### src/design/exec_consts.svh
// Purpose: Constants for the OR and move instruction execute block
// Assumes: 16-bit instruction words, 12-bit data addresses, APB register map
// Notes: Summary follows
`ifndef EXEC_CONSTS_SVH
`define EXEC_CONSTS_SVH
`define OFS_CONTROL 12'h000
`define OFS_STATE 12'h004
`define OFS_POINTER0 12'h008
`define OFS_POINTER1 12'h00c
`define OFS_POINTER2 12'h010
`define CTRL_EXT_BIT 0
`define CTRL_RESET 32'h0000_0000
`define ACC_RESET 8'h00
`define BANK_RESET 8'h00
`define ILO_LIMIT 8'h5f
`define ACCESS_SPLIT 8'h60
`define ACC_FILE_ADDR 12'hfe8
`define PHASE_COUNT 4
`endif

### src/design/exec_pkg.sv
// Purpose: Types shared by the execute block
// Assumes: Nothing beyond the constants header
// Notes: Memory request travels as one packed struct
`default_nettype none
package exec_pkg;
	typedef enum logic [1:0] {
		phase_decode,
		phase_read,
		phase_process,
		phase_write
	} phase_type;
	typedef enum logic [1:0] {
		pend_none,
		pend_pointer,
		pend_move
	} pend_type;
	typedef struct packed {
		logic [11:0] addr;
		logic [7:0] wdata;
		logic rd;
		logic wr;
	} mem_req_type;
endpackage
`default_nettype wire

### src/design/or_and_move_instruction_exec.sv
// Purpose: Execute OR, move, pointer load and bank load instructions
// Assumes: Data memory reads combinationally in the cycle rd is high
// Notes: Registers reached over APB, zero wait states
//
// The address map and the APB slave port were decided locally.
`include "exec_consts.svh"
`timescale 1ns/1ps
`default_nettype none
module or_and_move_instruction_exec import exec_pkg::*; (
	input wire logic pclk,
	input wire logic presetn,
	input wire logic psel,
	input wire logic penable,
	input wire logic pwrite,
	input wire logic [11:0] paddr,
	input wire logic [31:0] pwdata,
	output logic [31:0] prdata,
	output logic pready,
	output logic pslverr,
	input wire logic [15:0] instr_word,
	input wire logic instr_valid,
	output logic instr_ack,
	output mem_req_type mem_req,
	input wire logic [7:0] mem_rdata
);
	function automatic logic [1:0] nz_of(input logic [7:0] r);
		return {r[7], r == 8'h00};
	endfunction

	function automatic logic [11:0] file_addr(input logic [7:0] f, input logic a,
		input logic [7:0] bank, input logic ext, input logic [11:0] base);
		if (a)
			return {bank[3:0], f};
		if (ext && f <= `ILO_LIMIT)
			return 12'(base + {4'h0, f});
		if (f < `ACCESS_SPLIT)
			return {4'h0, f};
		return {4'hf, f};
	endfunction

	phase_type phase;
	pend_type pend;
	logic [15:0] ir;
	logic ir_ok;
	logic [7:0] acc;
	logic [7:0] bank;
	logic neg;
	logic zero;
	logic ext_en;
	logic [11:0] pointer [0:2];
	logic [1:0] ptr_sel;
	logic [7:0] opnd;
	// Reset value of the control word, held as a vector so one bit can be picked
	localparam logic [31:0] ctrl_reset = `CTRL_RESET;

	// Decode, gated so a second word never aliases a first-word opcode
	wire logic second = (pend != pend_none);
	wire logic first = ir_ok && !second;
	wire logic is_orl = first && ir[15:8] == 8'h09;
	wire logic is_orf = first && ir[15:10] == 6'b000100;
	wire logic is_move_file_to_dest = first && ir[15:10] == 6'b010100;
	wire logic is_load_acc_literal = first && ir[15:8] == 8'h0e;
	wire logic is_load_bank_literal = first && ir[15:8] == 8'h01;
	wire logic is_store_acc_to_file = first && ir[15:9] == 7'b0110111;
	wire logic is_load_pointer_literal = first && ir[15:6] == 10'b1110111000 && ir[5:4] != 2'b11;
	wire logic is_move_file_to_file = first && ir[15:12] == 4'hc;
	wire logic is_ptr2 = ir_ok && pend == pend_pointer;
	wire logic is_move2 = ir_ok && pend == pend_move;
	wire logic dir_file = ir[9];
	wire logic [11:0] bank_addr = file_addr(ir[7:0], ir[8], bank, ext_en, pointer[2]);
	wire logic [11:0] src_addr = is_move_file_to_file ? ir[11:0] : bank_addr;
	wire logic needs_read = is_orf || is_move_file_to_dest || is_move_file_to_file;
	wire logic [7:0] or_file = acc | opnd;
	wire logic [7:0] or_lit = acc | ir[7:0];
	wire logic [7:0] src_val = (is_move_file_to_file && ir[11:0] == `ACC_FILE_ADDR) ? acc : mem_rdata;

	// Instruction word taken at the end of the write phase
	always_ff @(posedge pclk or negedge presetn) begin
		if (!presetn) begin
			phase <= phase_decode;
			ir <= 16'h0000;
			ir_ok <= 1'b0;
			instr_ack <= 1'b0;
		end else begin
			instr_ack <= 1'b0;
			case (phase)
				phase_decode: phase <= phase_read;
				phase_read: phase <= phase_process;
				phase_process: phase <= phase_write;
				phase_write: begin
					phase <= phase_decode;
					ir <= instr_word;
					ir_ok <= instr_valid;
					instr_ack <= instr_valid;
				end
				default: phase <= phase_decode;
			endcase
		end
	end

	// Memory request: read during read phase, write during write phase
	always_ff @(posedge pclk or negedge presetn) begin
		if (!presetn) begin
			mem_req <= '0;
		end else begin
			mem_req.rd <= 1'b0;
			mem_req.wr <= 1'b0;
			if (phase == phase_decode && needs_read) begin
				mem_req.addr <= src_addr;
				mem_req.rd <= !(is_move_file_to_file && ir[11:0] == `ACC_FILE_ADDR);
			end
			if (phase == phase_process) begin
				if ((is_orf || is_move_file_to_dest) && dir_file) begin
					mem_req.addr <= bank_addr;
					mem_req.wdata <= is_orf ? or_file : opnd;
					mem_req.wr <= 1'b1;
				end
				if (is_store_acc_to_file) begin
					mem_req.addr <= bank_addr;
					mem_req.wdata <= acc;
					mem_req.wr <= 1'b1;
				end
				// Second move word writes without a dummy read
				if (is_move2 && ir[11:0] != `ACC_FILE_ADDR) begin
					mem_req.addr <= ir[11:0];
					mem_req.wdata <= opnd;
					mem_req.wr <= 1'b1;
				end
			end
		end
	end

	// Operand capture; held across both move cycles
	always_ff @(posedge pclk or negedge presetn) begin
		if (!presetn)
			opnd <= 8'h00;
		else if (phase == phase_read && needs_read)
			opnd <= src_val;
	end

	// Next values of the core state, settled before the process edge
	wire logic at_process = (phase == phase_process);
	wire logic upd_nz = is_orl || is_orf || is_move_file_to_dest;
	wire logic [7:0] nz_src = is_orl ? or_lit : is_orf ? or_file : opnd;
	wire logic [1:0] next_nz = nz_of(nz_src);
	wire logic acc_move2 = is_move2 && ir[11:0] == `ACC_FILE_ADDR;
	wire logic [7:0] next_acc =
		is_orl ? or_lit :
		(is_orf && !dir_file) ? or_file :
		(is_move_file_to_dest && !dir_file) ? opnd :
		is_load_acc_literal ? ir[7:0] :
		acc_move2 ? opnd : acc;
	// Upper nibble of the bank select never takes the literal's top bits
	wire logic [7:0] next_bank = is_load_bank_literal ? {4'h0, ir[3:0]} : bank;
	pend_type next_pend;
	always_comb begin
		next_pend = pend;
		if (is_load_pointer_literal)
			next_pend = pend_pointer;
		else if (is_move_file_to_file)
			next_pend = pend_move;
		else if (is_ptr2 || is_move2)
			next_pend = pend_none;
	end

	// Core state updated at the end of processing
	always_ff @(posedge pclk or negedge presetn) begin
		if (!presetn) begin
			acc <= `ACC_RESET;
			bank <= `BANK_RESET;
			pend <= pend_none;
		end else if (at_process) begin
			acc <= next_acc;
			bank <= next_bank;
			pend <= next_pend;
		end
	end

	// Flags move only for the three instructions that report them
	always_ff @(posedge pclk or negedge presetn) begin
		if (!presetn)
			{neg, zero} <= 2'b00;
		else if (at_process && upd_nz)
			{neg, zero} <= next_nz;
	end

	// Pointer halves land in separate instruction cycles
	always_ff @(posedge pclk or negedge presetn) begin
		if (!presetn) begin
			ptr_sel <= 2'd0;
			pointer[0] <= 12'h000;
			pointer[1] <= 12'h000;
			pointer[2] <= 12'h000;
		end else if (at_process) begin
			if (is_load_pointer_literal) begin
				pointer[ir[5:4]][11:8] <= ir[3:0];
				ptr_sel <= ir[5:4];
			end
			if (is_ptr2)
				pointer[ptr_sel][7:0] <= ir[7:0];
		end
	end

	// APB slave: answer in the first access cycle
	wire logic setup = psel && !penable;
	wire logic wr_take = psel && penable && pready && pwrite;
	wire logic hit_ctrl = paddr == `OFS_CONTROL;
	wire logic hit_state = paddr == `OFS_STATE;
	wire logic hit_p0 = paddr == `OFS_POINTER0;
	wire logic hit_p1 = paddr == `OFS_POINTER1;
	wire logic hit_p2 = paddr == `OFS_POINTER2;
	wire logic mapped = hit_ctrl || hit_state || hit_p0 || hit_p1 || hit_p2;
	wire logic [31:0] state_word = {13'h0000, second, neg, zero, bank, acc};
	wire logic [31:0] read_word =
		hit_ctrl ? {31'h0000_0000, ext_en} :
		hit_state ? state_word :
		hit_p0 ? {20'h00000, pointer[0]} :
		hit_p1 ? {20'h00000, pointer[1]} :
		hit_p2 ? {20'h00000, pointer[2]} : 32'h0000_0000;

	always_ff @(posedge pclk or negedge presetn) begin
		if (!presetn) begin
			prdata <= 32'h0000_0000;
			pready <= 1'b0;
			pslverr <= 1'b0;
		end else begin
			pready <= setup;
			pslverr <= setup && !mapped;
			if (setup)
				prdata <= pwrite ? 32'h0000_0000 : read_word;
		end
	end

	// Only the control register is writable; state words are read only
	always_ff @(posedge pclk or negedge presetn) begin
		if (!presetn)
			ext_en <= ctrl_reset[`CTRL_EXT_BIT];
		else if (wr_take && hit_ctrl)
			ext_en <= pwdata[`CTRL_EXT_BIT];
	end
endmodule
`default_nettype wire

### config.mk
export PLATFORM = sky130hd
export DESIGN_NAME = or_and_move_instruction_exec
export DESIGN_NICKNAME = d
export VERILOG_FILES = /design/src/design/exec_pkg.sv /design/src/design/or_and_move_instruction_exec.sv
export VERILOG_INCLUDE_DIRS = /design/src /design/src/design
export SDC_FILE = /design/constraint.sdc
export NUM_CORES = 1
export LEC_CHECK = 0
export ABC_AREA = 1
export BUFFER_PORTS_ARGS = -buffer_cell sky130_fd_sc_hd__buf_2
export CELL_PAD_IN_SITES_DETAIL_PLACEMENT = 1
export CELL_PAD_IN_SITES_GLOBAL_PLACEMENT = 2
export CORE_MARGIN = 4
export CORE_UTILIZATION = 32
export CTS_CLUSTER_SIZE = 28
export DETAILED_ROUTE_END_ITERATION = 10
export MAX_ROUTING_LAYER = met4
export PLACE_DENSITY = 0.79
export SLEW_MARGIN = 10
export SYNTH_ARGS = -nofsm -noshare
export SYNTH_HDL_FRONTEND = slang
export SYNTH_SLANG_ARGS = --single-unit
### constraint.sdc
create_clock -name pclk -period 3.2 [get_ports pclk]
set_clock_uncertainty 0.2 [all_clocks]
set_input_delay 0 -clock pclk [delete_from_list [all_inputs] [get_ports pclk]]
set_output_delay 0 -clock pclk [all_outputs]
set_load 0.005 [all_outputs]
Word-level counts from Yosys, hierarchy flattened
Cells that the tools add are included.
{"block": "totals", "ramBits": 0, "mem_count": 0, "register_bits": 139, "inputBits": 74, "latchBits": 0, "out_inout_bits": 57, "romBits": 0}
{"block": "classes", "mul": 0, "add_sub_neg": 1, "n_div": 0, "reduce_logical": 56, "n_mux": 51, "magnitude_cmp": 6, "n_shift": 0, "n_eq_ne": 20, "bitwise_logic": 4}
{"op": "12-bit 2-to-1 mux", "count": 12}
{"op": "36-bit 2-to-1 mux", "count": 3}
{"op": "20-bit 2-to-1 mux", "count": 4}
{"op": "36-bit bitwise mux", "count": 2}
{"op": "8-bit 2-to-1 mux", "count": 9}
{"op": "19-bit 2-to-1 mux", "count": 3}
{"op": "12-bit demux with 2-bit select", "count": 2}
{"op": "1-bit logical AND", "count": 30}
{"op": "12-bit by 4-bit equality test with 1-bit output, second input constant", "count": 2}
{"op": "8-bit by 4-bit equality test with 1-bit output, second input constant", "count": 2}
{"op": "8-bit OR", "count": 2}
{"op": "12-bit by 8-bit adder with 12-bit output", "count": 1}
{"op": "12-bit equality test, second input constant", "count": 1}
{"op": "12-bit by 3-bit equality test with 1-bit output, second input constant", "count": 1}
{"op": "12-bit by 5-bit equality test with 1-bit output, second input constant", "count": 1}
{"op": "12-bit logical NOT", "count": 1}
{"op": "1-bit 2-to-1 mux", "count": 12}
{"op": "12-bit inequality test, second input constant", "count": 1}
{"op": "10-bit equality test, second input constant", "count": 1}
{"op": "2-bit AND reduction", "count": 5}
{"op": "1-bit logical OR", "count": 9}
{"op": "8-bit by 1-bit equality test with 1-bit output, second input constant", "count": 1}
{"op": "8-bit by 7-bit <= comparator with 1-bit output, second input constant", "count": 1}
{"op": "8-bit logical NOT", "count": 1}
{"op": "other kinds (18)", "count": 31}

Logic depth before layout (Yosys ltp)
{"block": "depth", "word_depth": 15, "ltp_mapped": 16}

Worst setup path after synthesis
Ideal clock, no wire load.
{"block": "synth_path", "kind": "register -> register", "start": "reg ir[0]", "end": "reg mem_req[18] in the netlist's numbering", "n_path_buf": 0, "required_time_ns": 2.884, "arrival_ns": 1.976, "path_slack_ns": 0.908, "path_stages_with_launch": 15, "period_less_slack_ns": 2.292, "cell_sequence": "dfrtp_1 -> ha_1 -> fa_1 -> nand3_1 -> nand3_1 -> nand2_1 -> nand2_1 -> o21ai_0 -> nand3_1 -> nand2_1 -> nand2_1 -> nand2_1 -> nand2_1 -> nand2_1 -> nand2_1"}
{"block": "synth_via", "elab_chain_cells": 13, "word_cells_on_any_way": 22, "cone_classes": "1 x add/sub; 2 x order compare; 1 x eq/ne; 16 x mux; 2 x reduce/logical"}
{"element": "start: declaration", "line_no": "or_and_move_instruction_exec.sv:43", "source": "logic [15:0] ir;"}
{"element": "start signal: assignment", "line_no": "or_and_move_instruction_exec.sv:92", "source": "ir <= instr_word;"}
{"element": "8-bit by 7-bit less-than comparator with 1-bit output (no source line) / 8-bit by 7-bit <= comparator with 1-bit output (equally long branches)"}
{"element": "1-bit 2-to-1 mux / 1-bit logical AND (equally long branches)"}
{"element": "1-bit 2-to-1 mux / 12-bit 2-to-1 mux (equally long branches)", "line_no": "or_and_move_instruction_exec.sv:36, or_and_move_instruction_exec.sv:34"}
{"element": "1-bit 2-to-1 mux / 12-bit 2-to-1 mux (equally long branches)", "line_no": "or_and_move_instruction_exec.sv:34, or_and_move_instruction_exec.sv:36"}
{"element": "12-bit 2-to-1 mux", "line_no": "or_and_move_instruction_exec.sv:38", "source": "return {4'hf, f};"}
{"element": "12-bit 2-to-1 mux", "line_no": "or_and_move_instruction_exec.sv:36", "source": "if (f < `ACCESS_SPLIT)"}
{"element": "12-bit 2-to-1 mux", "line_no": "or_and_move_instruction_exec.sv:34", "source": "if (ext && f <= `ILO_LIMIT)"}
{"element": "12-bit 2-to-1 mux", "line_no": "or_and_move_instruction_exec.sv:71", "source": "wire logic [11:0] src_addr = is_move_file_to_file ? ir[11:0] : bank_addr;"}
{"element": "12-bit 2-to-1 mux", "line_no": "or_and_move_instruction_exec.sv:108", "source": "if (phase == phase_decode && needs_read) begin"}
{"element": "20-bit 2-to-1 mux", "line_no": "or_and_move_instruction_exec.sv:113", "source": "if ((is_orf || is_move_file_to_dest) && dir_file) begin"}
{"element": "20-bit 2-to-1 mux", "line_no": "or_and_move_instruction_exec.sv:118", "source": "if (is_store_acc_to_file) begin"}
{"element": "20-bit 2-to-1 mux", "line_no": "or_and_move_instruction_exec.sv:124", "source": "if (is_move2 && ir[11:0] != `ACC_FILE_ADDR) begin"}
{"element": "20-bit 2-to-1 mux *", "line_no": "or_and_move_instruction_exec.sv:112", "source": "if (phase == phase_process) begin"}
{"element": "end: declaration", "line_no": "or_and_move_instruction_exec.sv:23", "source": "output mem_req_type mem_req,"}
Every way passes the cells marked *; elsewhere a longest branch is shown, timed or not. The select of a mux whose other input is x is not followed.
A chain may end at the register's enable or synchronous reset.

Final worst setup path
{"block": "layout_path", "start": "reg pointer[0] in the netlist's numbering", "end": "reg mem_req[18] in the netlist's numbering"}
{"block": "layout_via", "elab_chain_cells": 12}
{"element": "start: declaration", "line_no": "or_and_move_instruction_exec.sv:50", "source": "logic [11:0] pointer [0:2];"}
{"element": "start signal: indexed assignment", "line_no": "or_and_move_instruction_exec.sv:196", "source": "pointer[ir[5:4]][11:8] <= ir[3:0];"}
{"element": "start signal: indexed assignment", "line_no": "or_and_move_instruction_exec.sv:200", "source": "pointer[ptr_sel][7:0] <= ir[7:0];"}
{"element": "12-bit by 8-bit adder with 12-bit output *", "line_no": "or_and_move_instruction_exec.sv:35", "source": "return 12'(base + {4'h0, f});"}
{"element": "12-bit 2-to-1 mux *", "line_no": "or_and_move_instruction_exec.sv:34"}
{"element": "12-bit 2-to-1 mux", "line_no": "or_and_move_instruction_exec.sv:36"}
{"element": "12-bit 2-to-1 mux", "line_no": "or_and_move_instruction_exec.sv:38"}
{"element": "12-bit 2-to-1 mux *", "line_no": "or_and_move_instruction_exec.sv:36"}
{"element": "12-bit 2-to-1 mux *", "line_no": "or_and_move_instruction_exec.sv:34"}
{"element": "12-bit 2-to-1 mux", "line_no": "or_and_move_instruction_exec.sv:71"}
{"element": "12-bit 2-to-1 mux", "line_no": "or_and_move_instruction_exec.sv:108"}
{"element": "20-bit 2-to-1 mux", "line_no": "or_and_move_instruction_exec.sv:113"}
{"element": "20-bit 2-to-1 mux", "line_no": "or_and_move_instruction_exec.sv:118"}
{"element": "20-bit 2-to-1 mux", "line_no": "or_and_move_instruction_exec.sv:124"}
{"element": "20-bit 2-to-1 mux *", "line_no": "or_and_move_instruction_exec.sv:112"}
Marked as above.

==> results_dict.tcl <==
set metrics [dict create \
    r2r_slack_ns 0.55 \
    die_area_mm2 0.0254 \
    wl_per_cell_um 18.6 \
    netlist.area_leader.share_pct 41.6 \
    synth-edff-count 0 \
    rsz0062_at_grt "false" \
    first_global_vias 7502 \
    ant_nets 0 \
    critical_path.most_common_cell "nand2_1" \
    worst-path-max-fanout 3 \
    ir_drop_v 0.000326 \
    rr_worst_depth 14 \
    ctsHtreeMaxLevel 4 \
    ys_seq_area_share_pct 41.6 \
    fin_hold_ws_ns -0.0240 \
    ys_ff_latch 122 \
    port_buffers 82 \
    synth_cell_types 48 \
    crit_type "reg -> reg" \
    setup_ws_ns 0.553 \
    hold_class "in -> async" \
    core_mm2 0.0226 \
    cpPeakStageDelay_ns 0.44 \
    cts_buffer_depth 2 \
    area_delta_synth_final_pct 22.9 \
    drt_pass1_iterations 4 \
    tritoncts "yes" \
    status "finished with violations" \
    period_share_pct 82.7 \
    dp_cells 1315 \
    required_ns 3.32 \
    power_density_mw_per_mm2 489 \
    clk_pin_slew_ns 0.06 \
    clock-root-buffer "clkbuf_16" \
    drc 0 \
    cts.sinks 122 \
    critPathLaunchType "flop" \
    dp_slack_ns 0.587 \
    cp_slowest_cell "fa_1" \
    die_h_um 160 \
    hpwl_um 18800 \
    worstReg2RegStart "pointer[0]" \
    drive_gt1_share_pct 17.3 \
    finalSetupViolCount 0 \
    rows 55 \
    violations "hold timing" \
    post_cts_buffers 0 \
    start_util_pct 32.5 \
    antenna_found_initial 1 \
    regToRegEndpoint "mem_req[18]" \
    tightest_slew_ns 0.891 \
    max-slew-margin-rel_pct 40.4 \
    drtIter0Drc 405 \
    postSynthCellCount 962 \
    fmax_mhz 378 \
    grt.total_usage_pct 21.3 \
    cp.arrival_ns 2.77 \
    cp_cell_sequence "ha_1 -> fa_1 -> nand3_1 -> nand3_1 -> nand2_1 -> nand2_1 -> o21ai_0 -> nand3_1 -> nand2_1 -> nand2_1 -> nand2_1 -> nand2_1 -> nand2_1 -> nand2_1" \
    cap_violations 0 \
    die_w_um 160 \
    routabilityCongestion 0.837 \
    viasPerCell 5.11 \
    grt-ovfl-total 0 \
    synth-main-ff-cell "dfrtp_1" \
    tns_ns 0 \
    cp.depth 14 \
    endpoint_kind "flop" \
    total_leakage_power_nw 4.34 \
    cp_top_family "simple AND/OR/NAND/NOR gates" \
    ys_warn_count 0 \
    synth_top_area_cell "dfrtp_1" \
    period_minus_slack_ns 2.65 \
    clk_latency_ns 0.43 \
    final_cells 1384 \
    fin_nets 1172 \
    wl_um 25800 \
    syn_avg_cell_area_um2 7.64 \
    async_flop_share_pct 100 \
    syn-cell-area_mm2 0.00735 \
    synth_area_leaders "dfrtp_1 (42%), nand2_1 (12%), o21ai_0 (8.0%)" \
    hold_viol 21 \
    cts_made_buffers 17 \
    slew_viol_final 0 \
    grt_pass1_wl_um 41900 \
    via_count 7073 \
    worst-path-buf-inv 0 \
    grt_max_degree 58 \
    io_pins 131 \
]
==> timing repair <==
| action | CTS | global route |
|---|---|---|
| endpoints found under the hold margin | 163 | 0 |
| hold buffers | 36 | 0 |
| gates resized for setup | 0 | 0 |
==> power breakdown <==
| group | internal [mW] | switching (mW) | total (mW) |
|---|---|---|---|
| Clock | 1.33 | 0.787 | 2.12 |
| Sequential | 1.64 | 0.0919 | 1.73 |
| Combinational | 0.235 | 0.332 | 0.567 |
| Total | 3.20 | 1.21 | 4.41 |
==> cell usage in the layout (no fill, tap or decap), types with 13 or more instances in the layout <==
master	Yosys	routed
nand2_1	236	236
dfrtp_1	122	122
o21ai_0	117	117
inv_1	94	94
buf_2	10	81
nand3_1	67	67
nor2_1	53	53
a21oi_1	50	50
o211ai_1	35	35
dlygate4sd3_1	0	35
buf_4	21	21
conb_1	1	17
clkbuf_16	0	17
nand4_1	13	13
==> registers in the layout (all words and copies together), names as in the netlist, 2 cells and up <==
register / cells
phase: 2
bank: 4
mem_req: 22
ir: 16
prdata: 15
ptr_sel: 2
pend: 2
opnd: 8
acc: 8
pointer: 36
==> final cells by class <==
class / instances / area, um2
timing repair buffer: 139 / 953
fill: 2786 / 13600
clock buffer: 19 / 443
antenna: 1 / 2.50
tap: 285 / 357
multi-input combinational: 699 / 3630
sequential: 122 / 3050
clock inverter: 13 / 191
inverter: 106 / 398
==> cell usage after synthesis, types with 3 or more instances <==
cell type / number
o211ai_1: 35
nand2_1: 236
a21oi_1: 50
nand3_2: 5
a211oi_1: 8
inv_1: 94
dfrtp_1: 122
o22ai_1: 7
nor4_1: 3
o21ai_0: 117
buf_2: 10
nand2_2: 5
o21ai_1: 10
nor2_2: 5
nor3_1: 5
nand2_4: 7
o21ai_2: 3
buf_4: 21
nand3_1: 67
or2_2: 5
clkbuf_1: 14
nand4_1: 13
ha_1: 12
nor2_4: 4
o221ai_1: 6
buf_6: 5
nor3_2: 4
xor2_1: 4
nor2_1: 53
inv_2: 10
==> worst min-delay path, delay by kind of cell <==
| kind | cells | cell delay [ns] |
|---|---|---|
| buffers and inverters | 3 | 0.97 |
==> stage by stage <==
stage / utilization [%] / instance area, um2 / total power [mW]
floorplan: - / 7410 / 2.06
global placement: 35.4 / 8030 / 2.28
detailed placement: 35.4 / 8030 / 2.29
CTS: 39.9 / 9030 / 4.44
global route: 39.9 / 9030 / 4.60
finish: 39.9 / 9030 / 4.41
==> worst max path at each step <==
stage	startpoint	endpoint	slack (ns)
2_1_floorplan	ir[0]	mem_req[18]	0.91
3_3_place_gp	pointer[0]	mem_req[18]	0.64
3_5_place_dp	pointer[0]	mem_req[18]	0.59
4_1_cts	pointer[0]	mem_req[18]	0.58
5_1_grt	pointer[0]	mem_req[18]	0.31
6_report	pointer[0]	mem_req[18]	0.55
==> per-layer routing <==
layer | share of wire [%] | global-route usage (%)
met1 | 49 | 28.3
met5 | 0 | -
met4 | 1.3 | 5.17
met3 | 2.6 | 3.03
met2 | 47 | 34.4
==> cell families after synthesis <==
logic type,Yosys count,share of synthesized area [%]
AO/OA/AOI/OAI,248,19.8
XOR/XNOR,5,0.596
adder cells (fa/ha/maj),13,2.32
buffers and inverters,157,9.79
flip-flops,122,41.6
multiplexers,1,0.153
other,1,0.0510
AND/OR/NAND/NOR,415,25.8
Power figures use the tool's default switching activity.
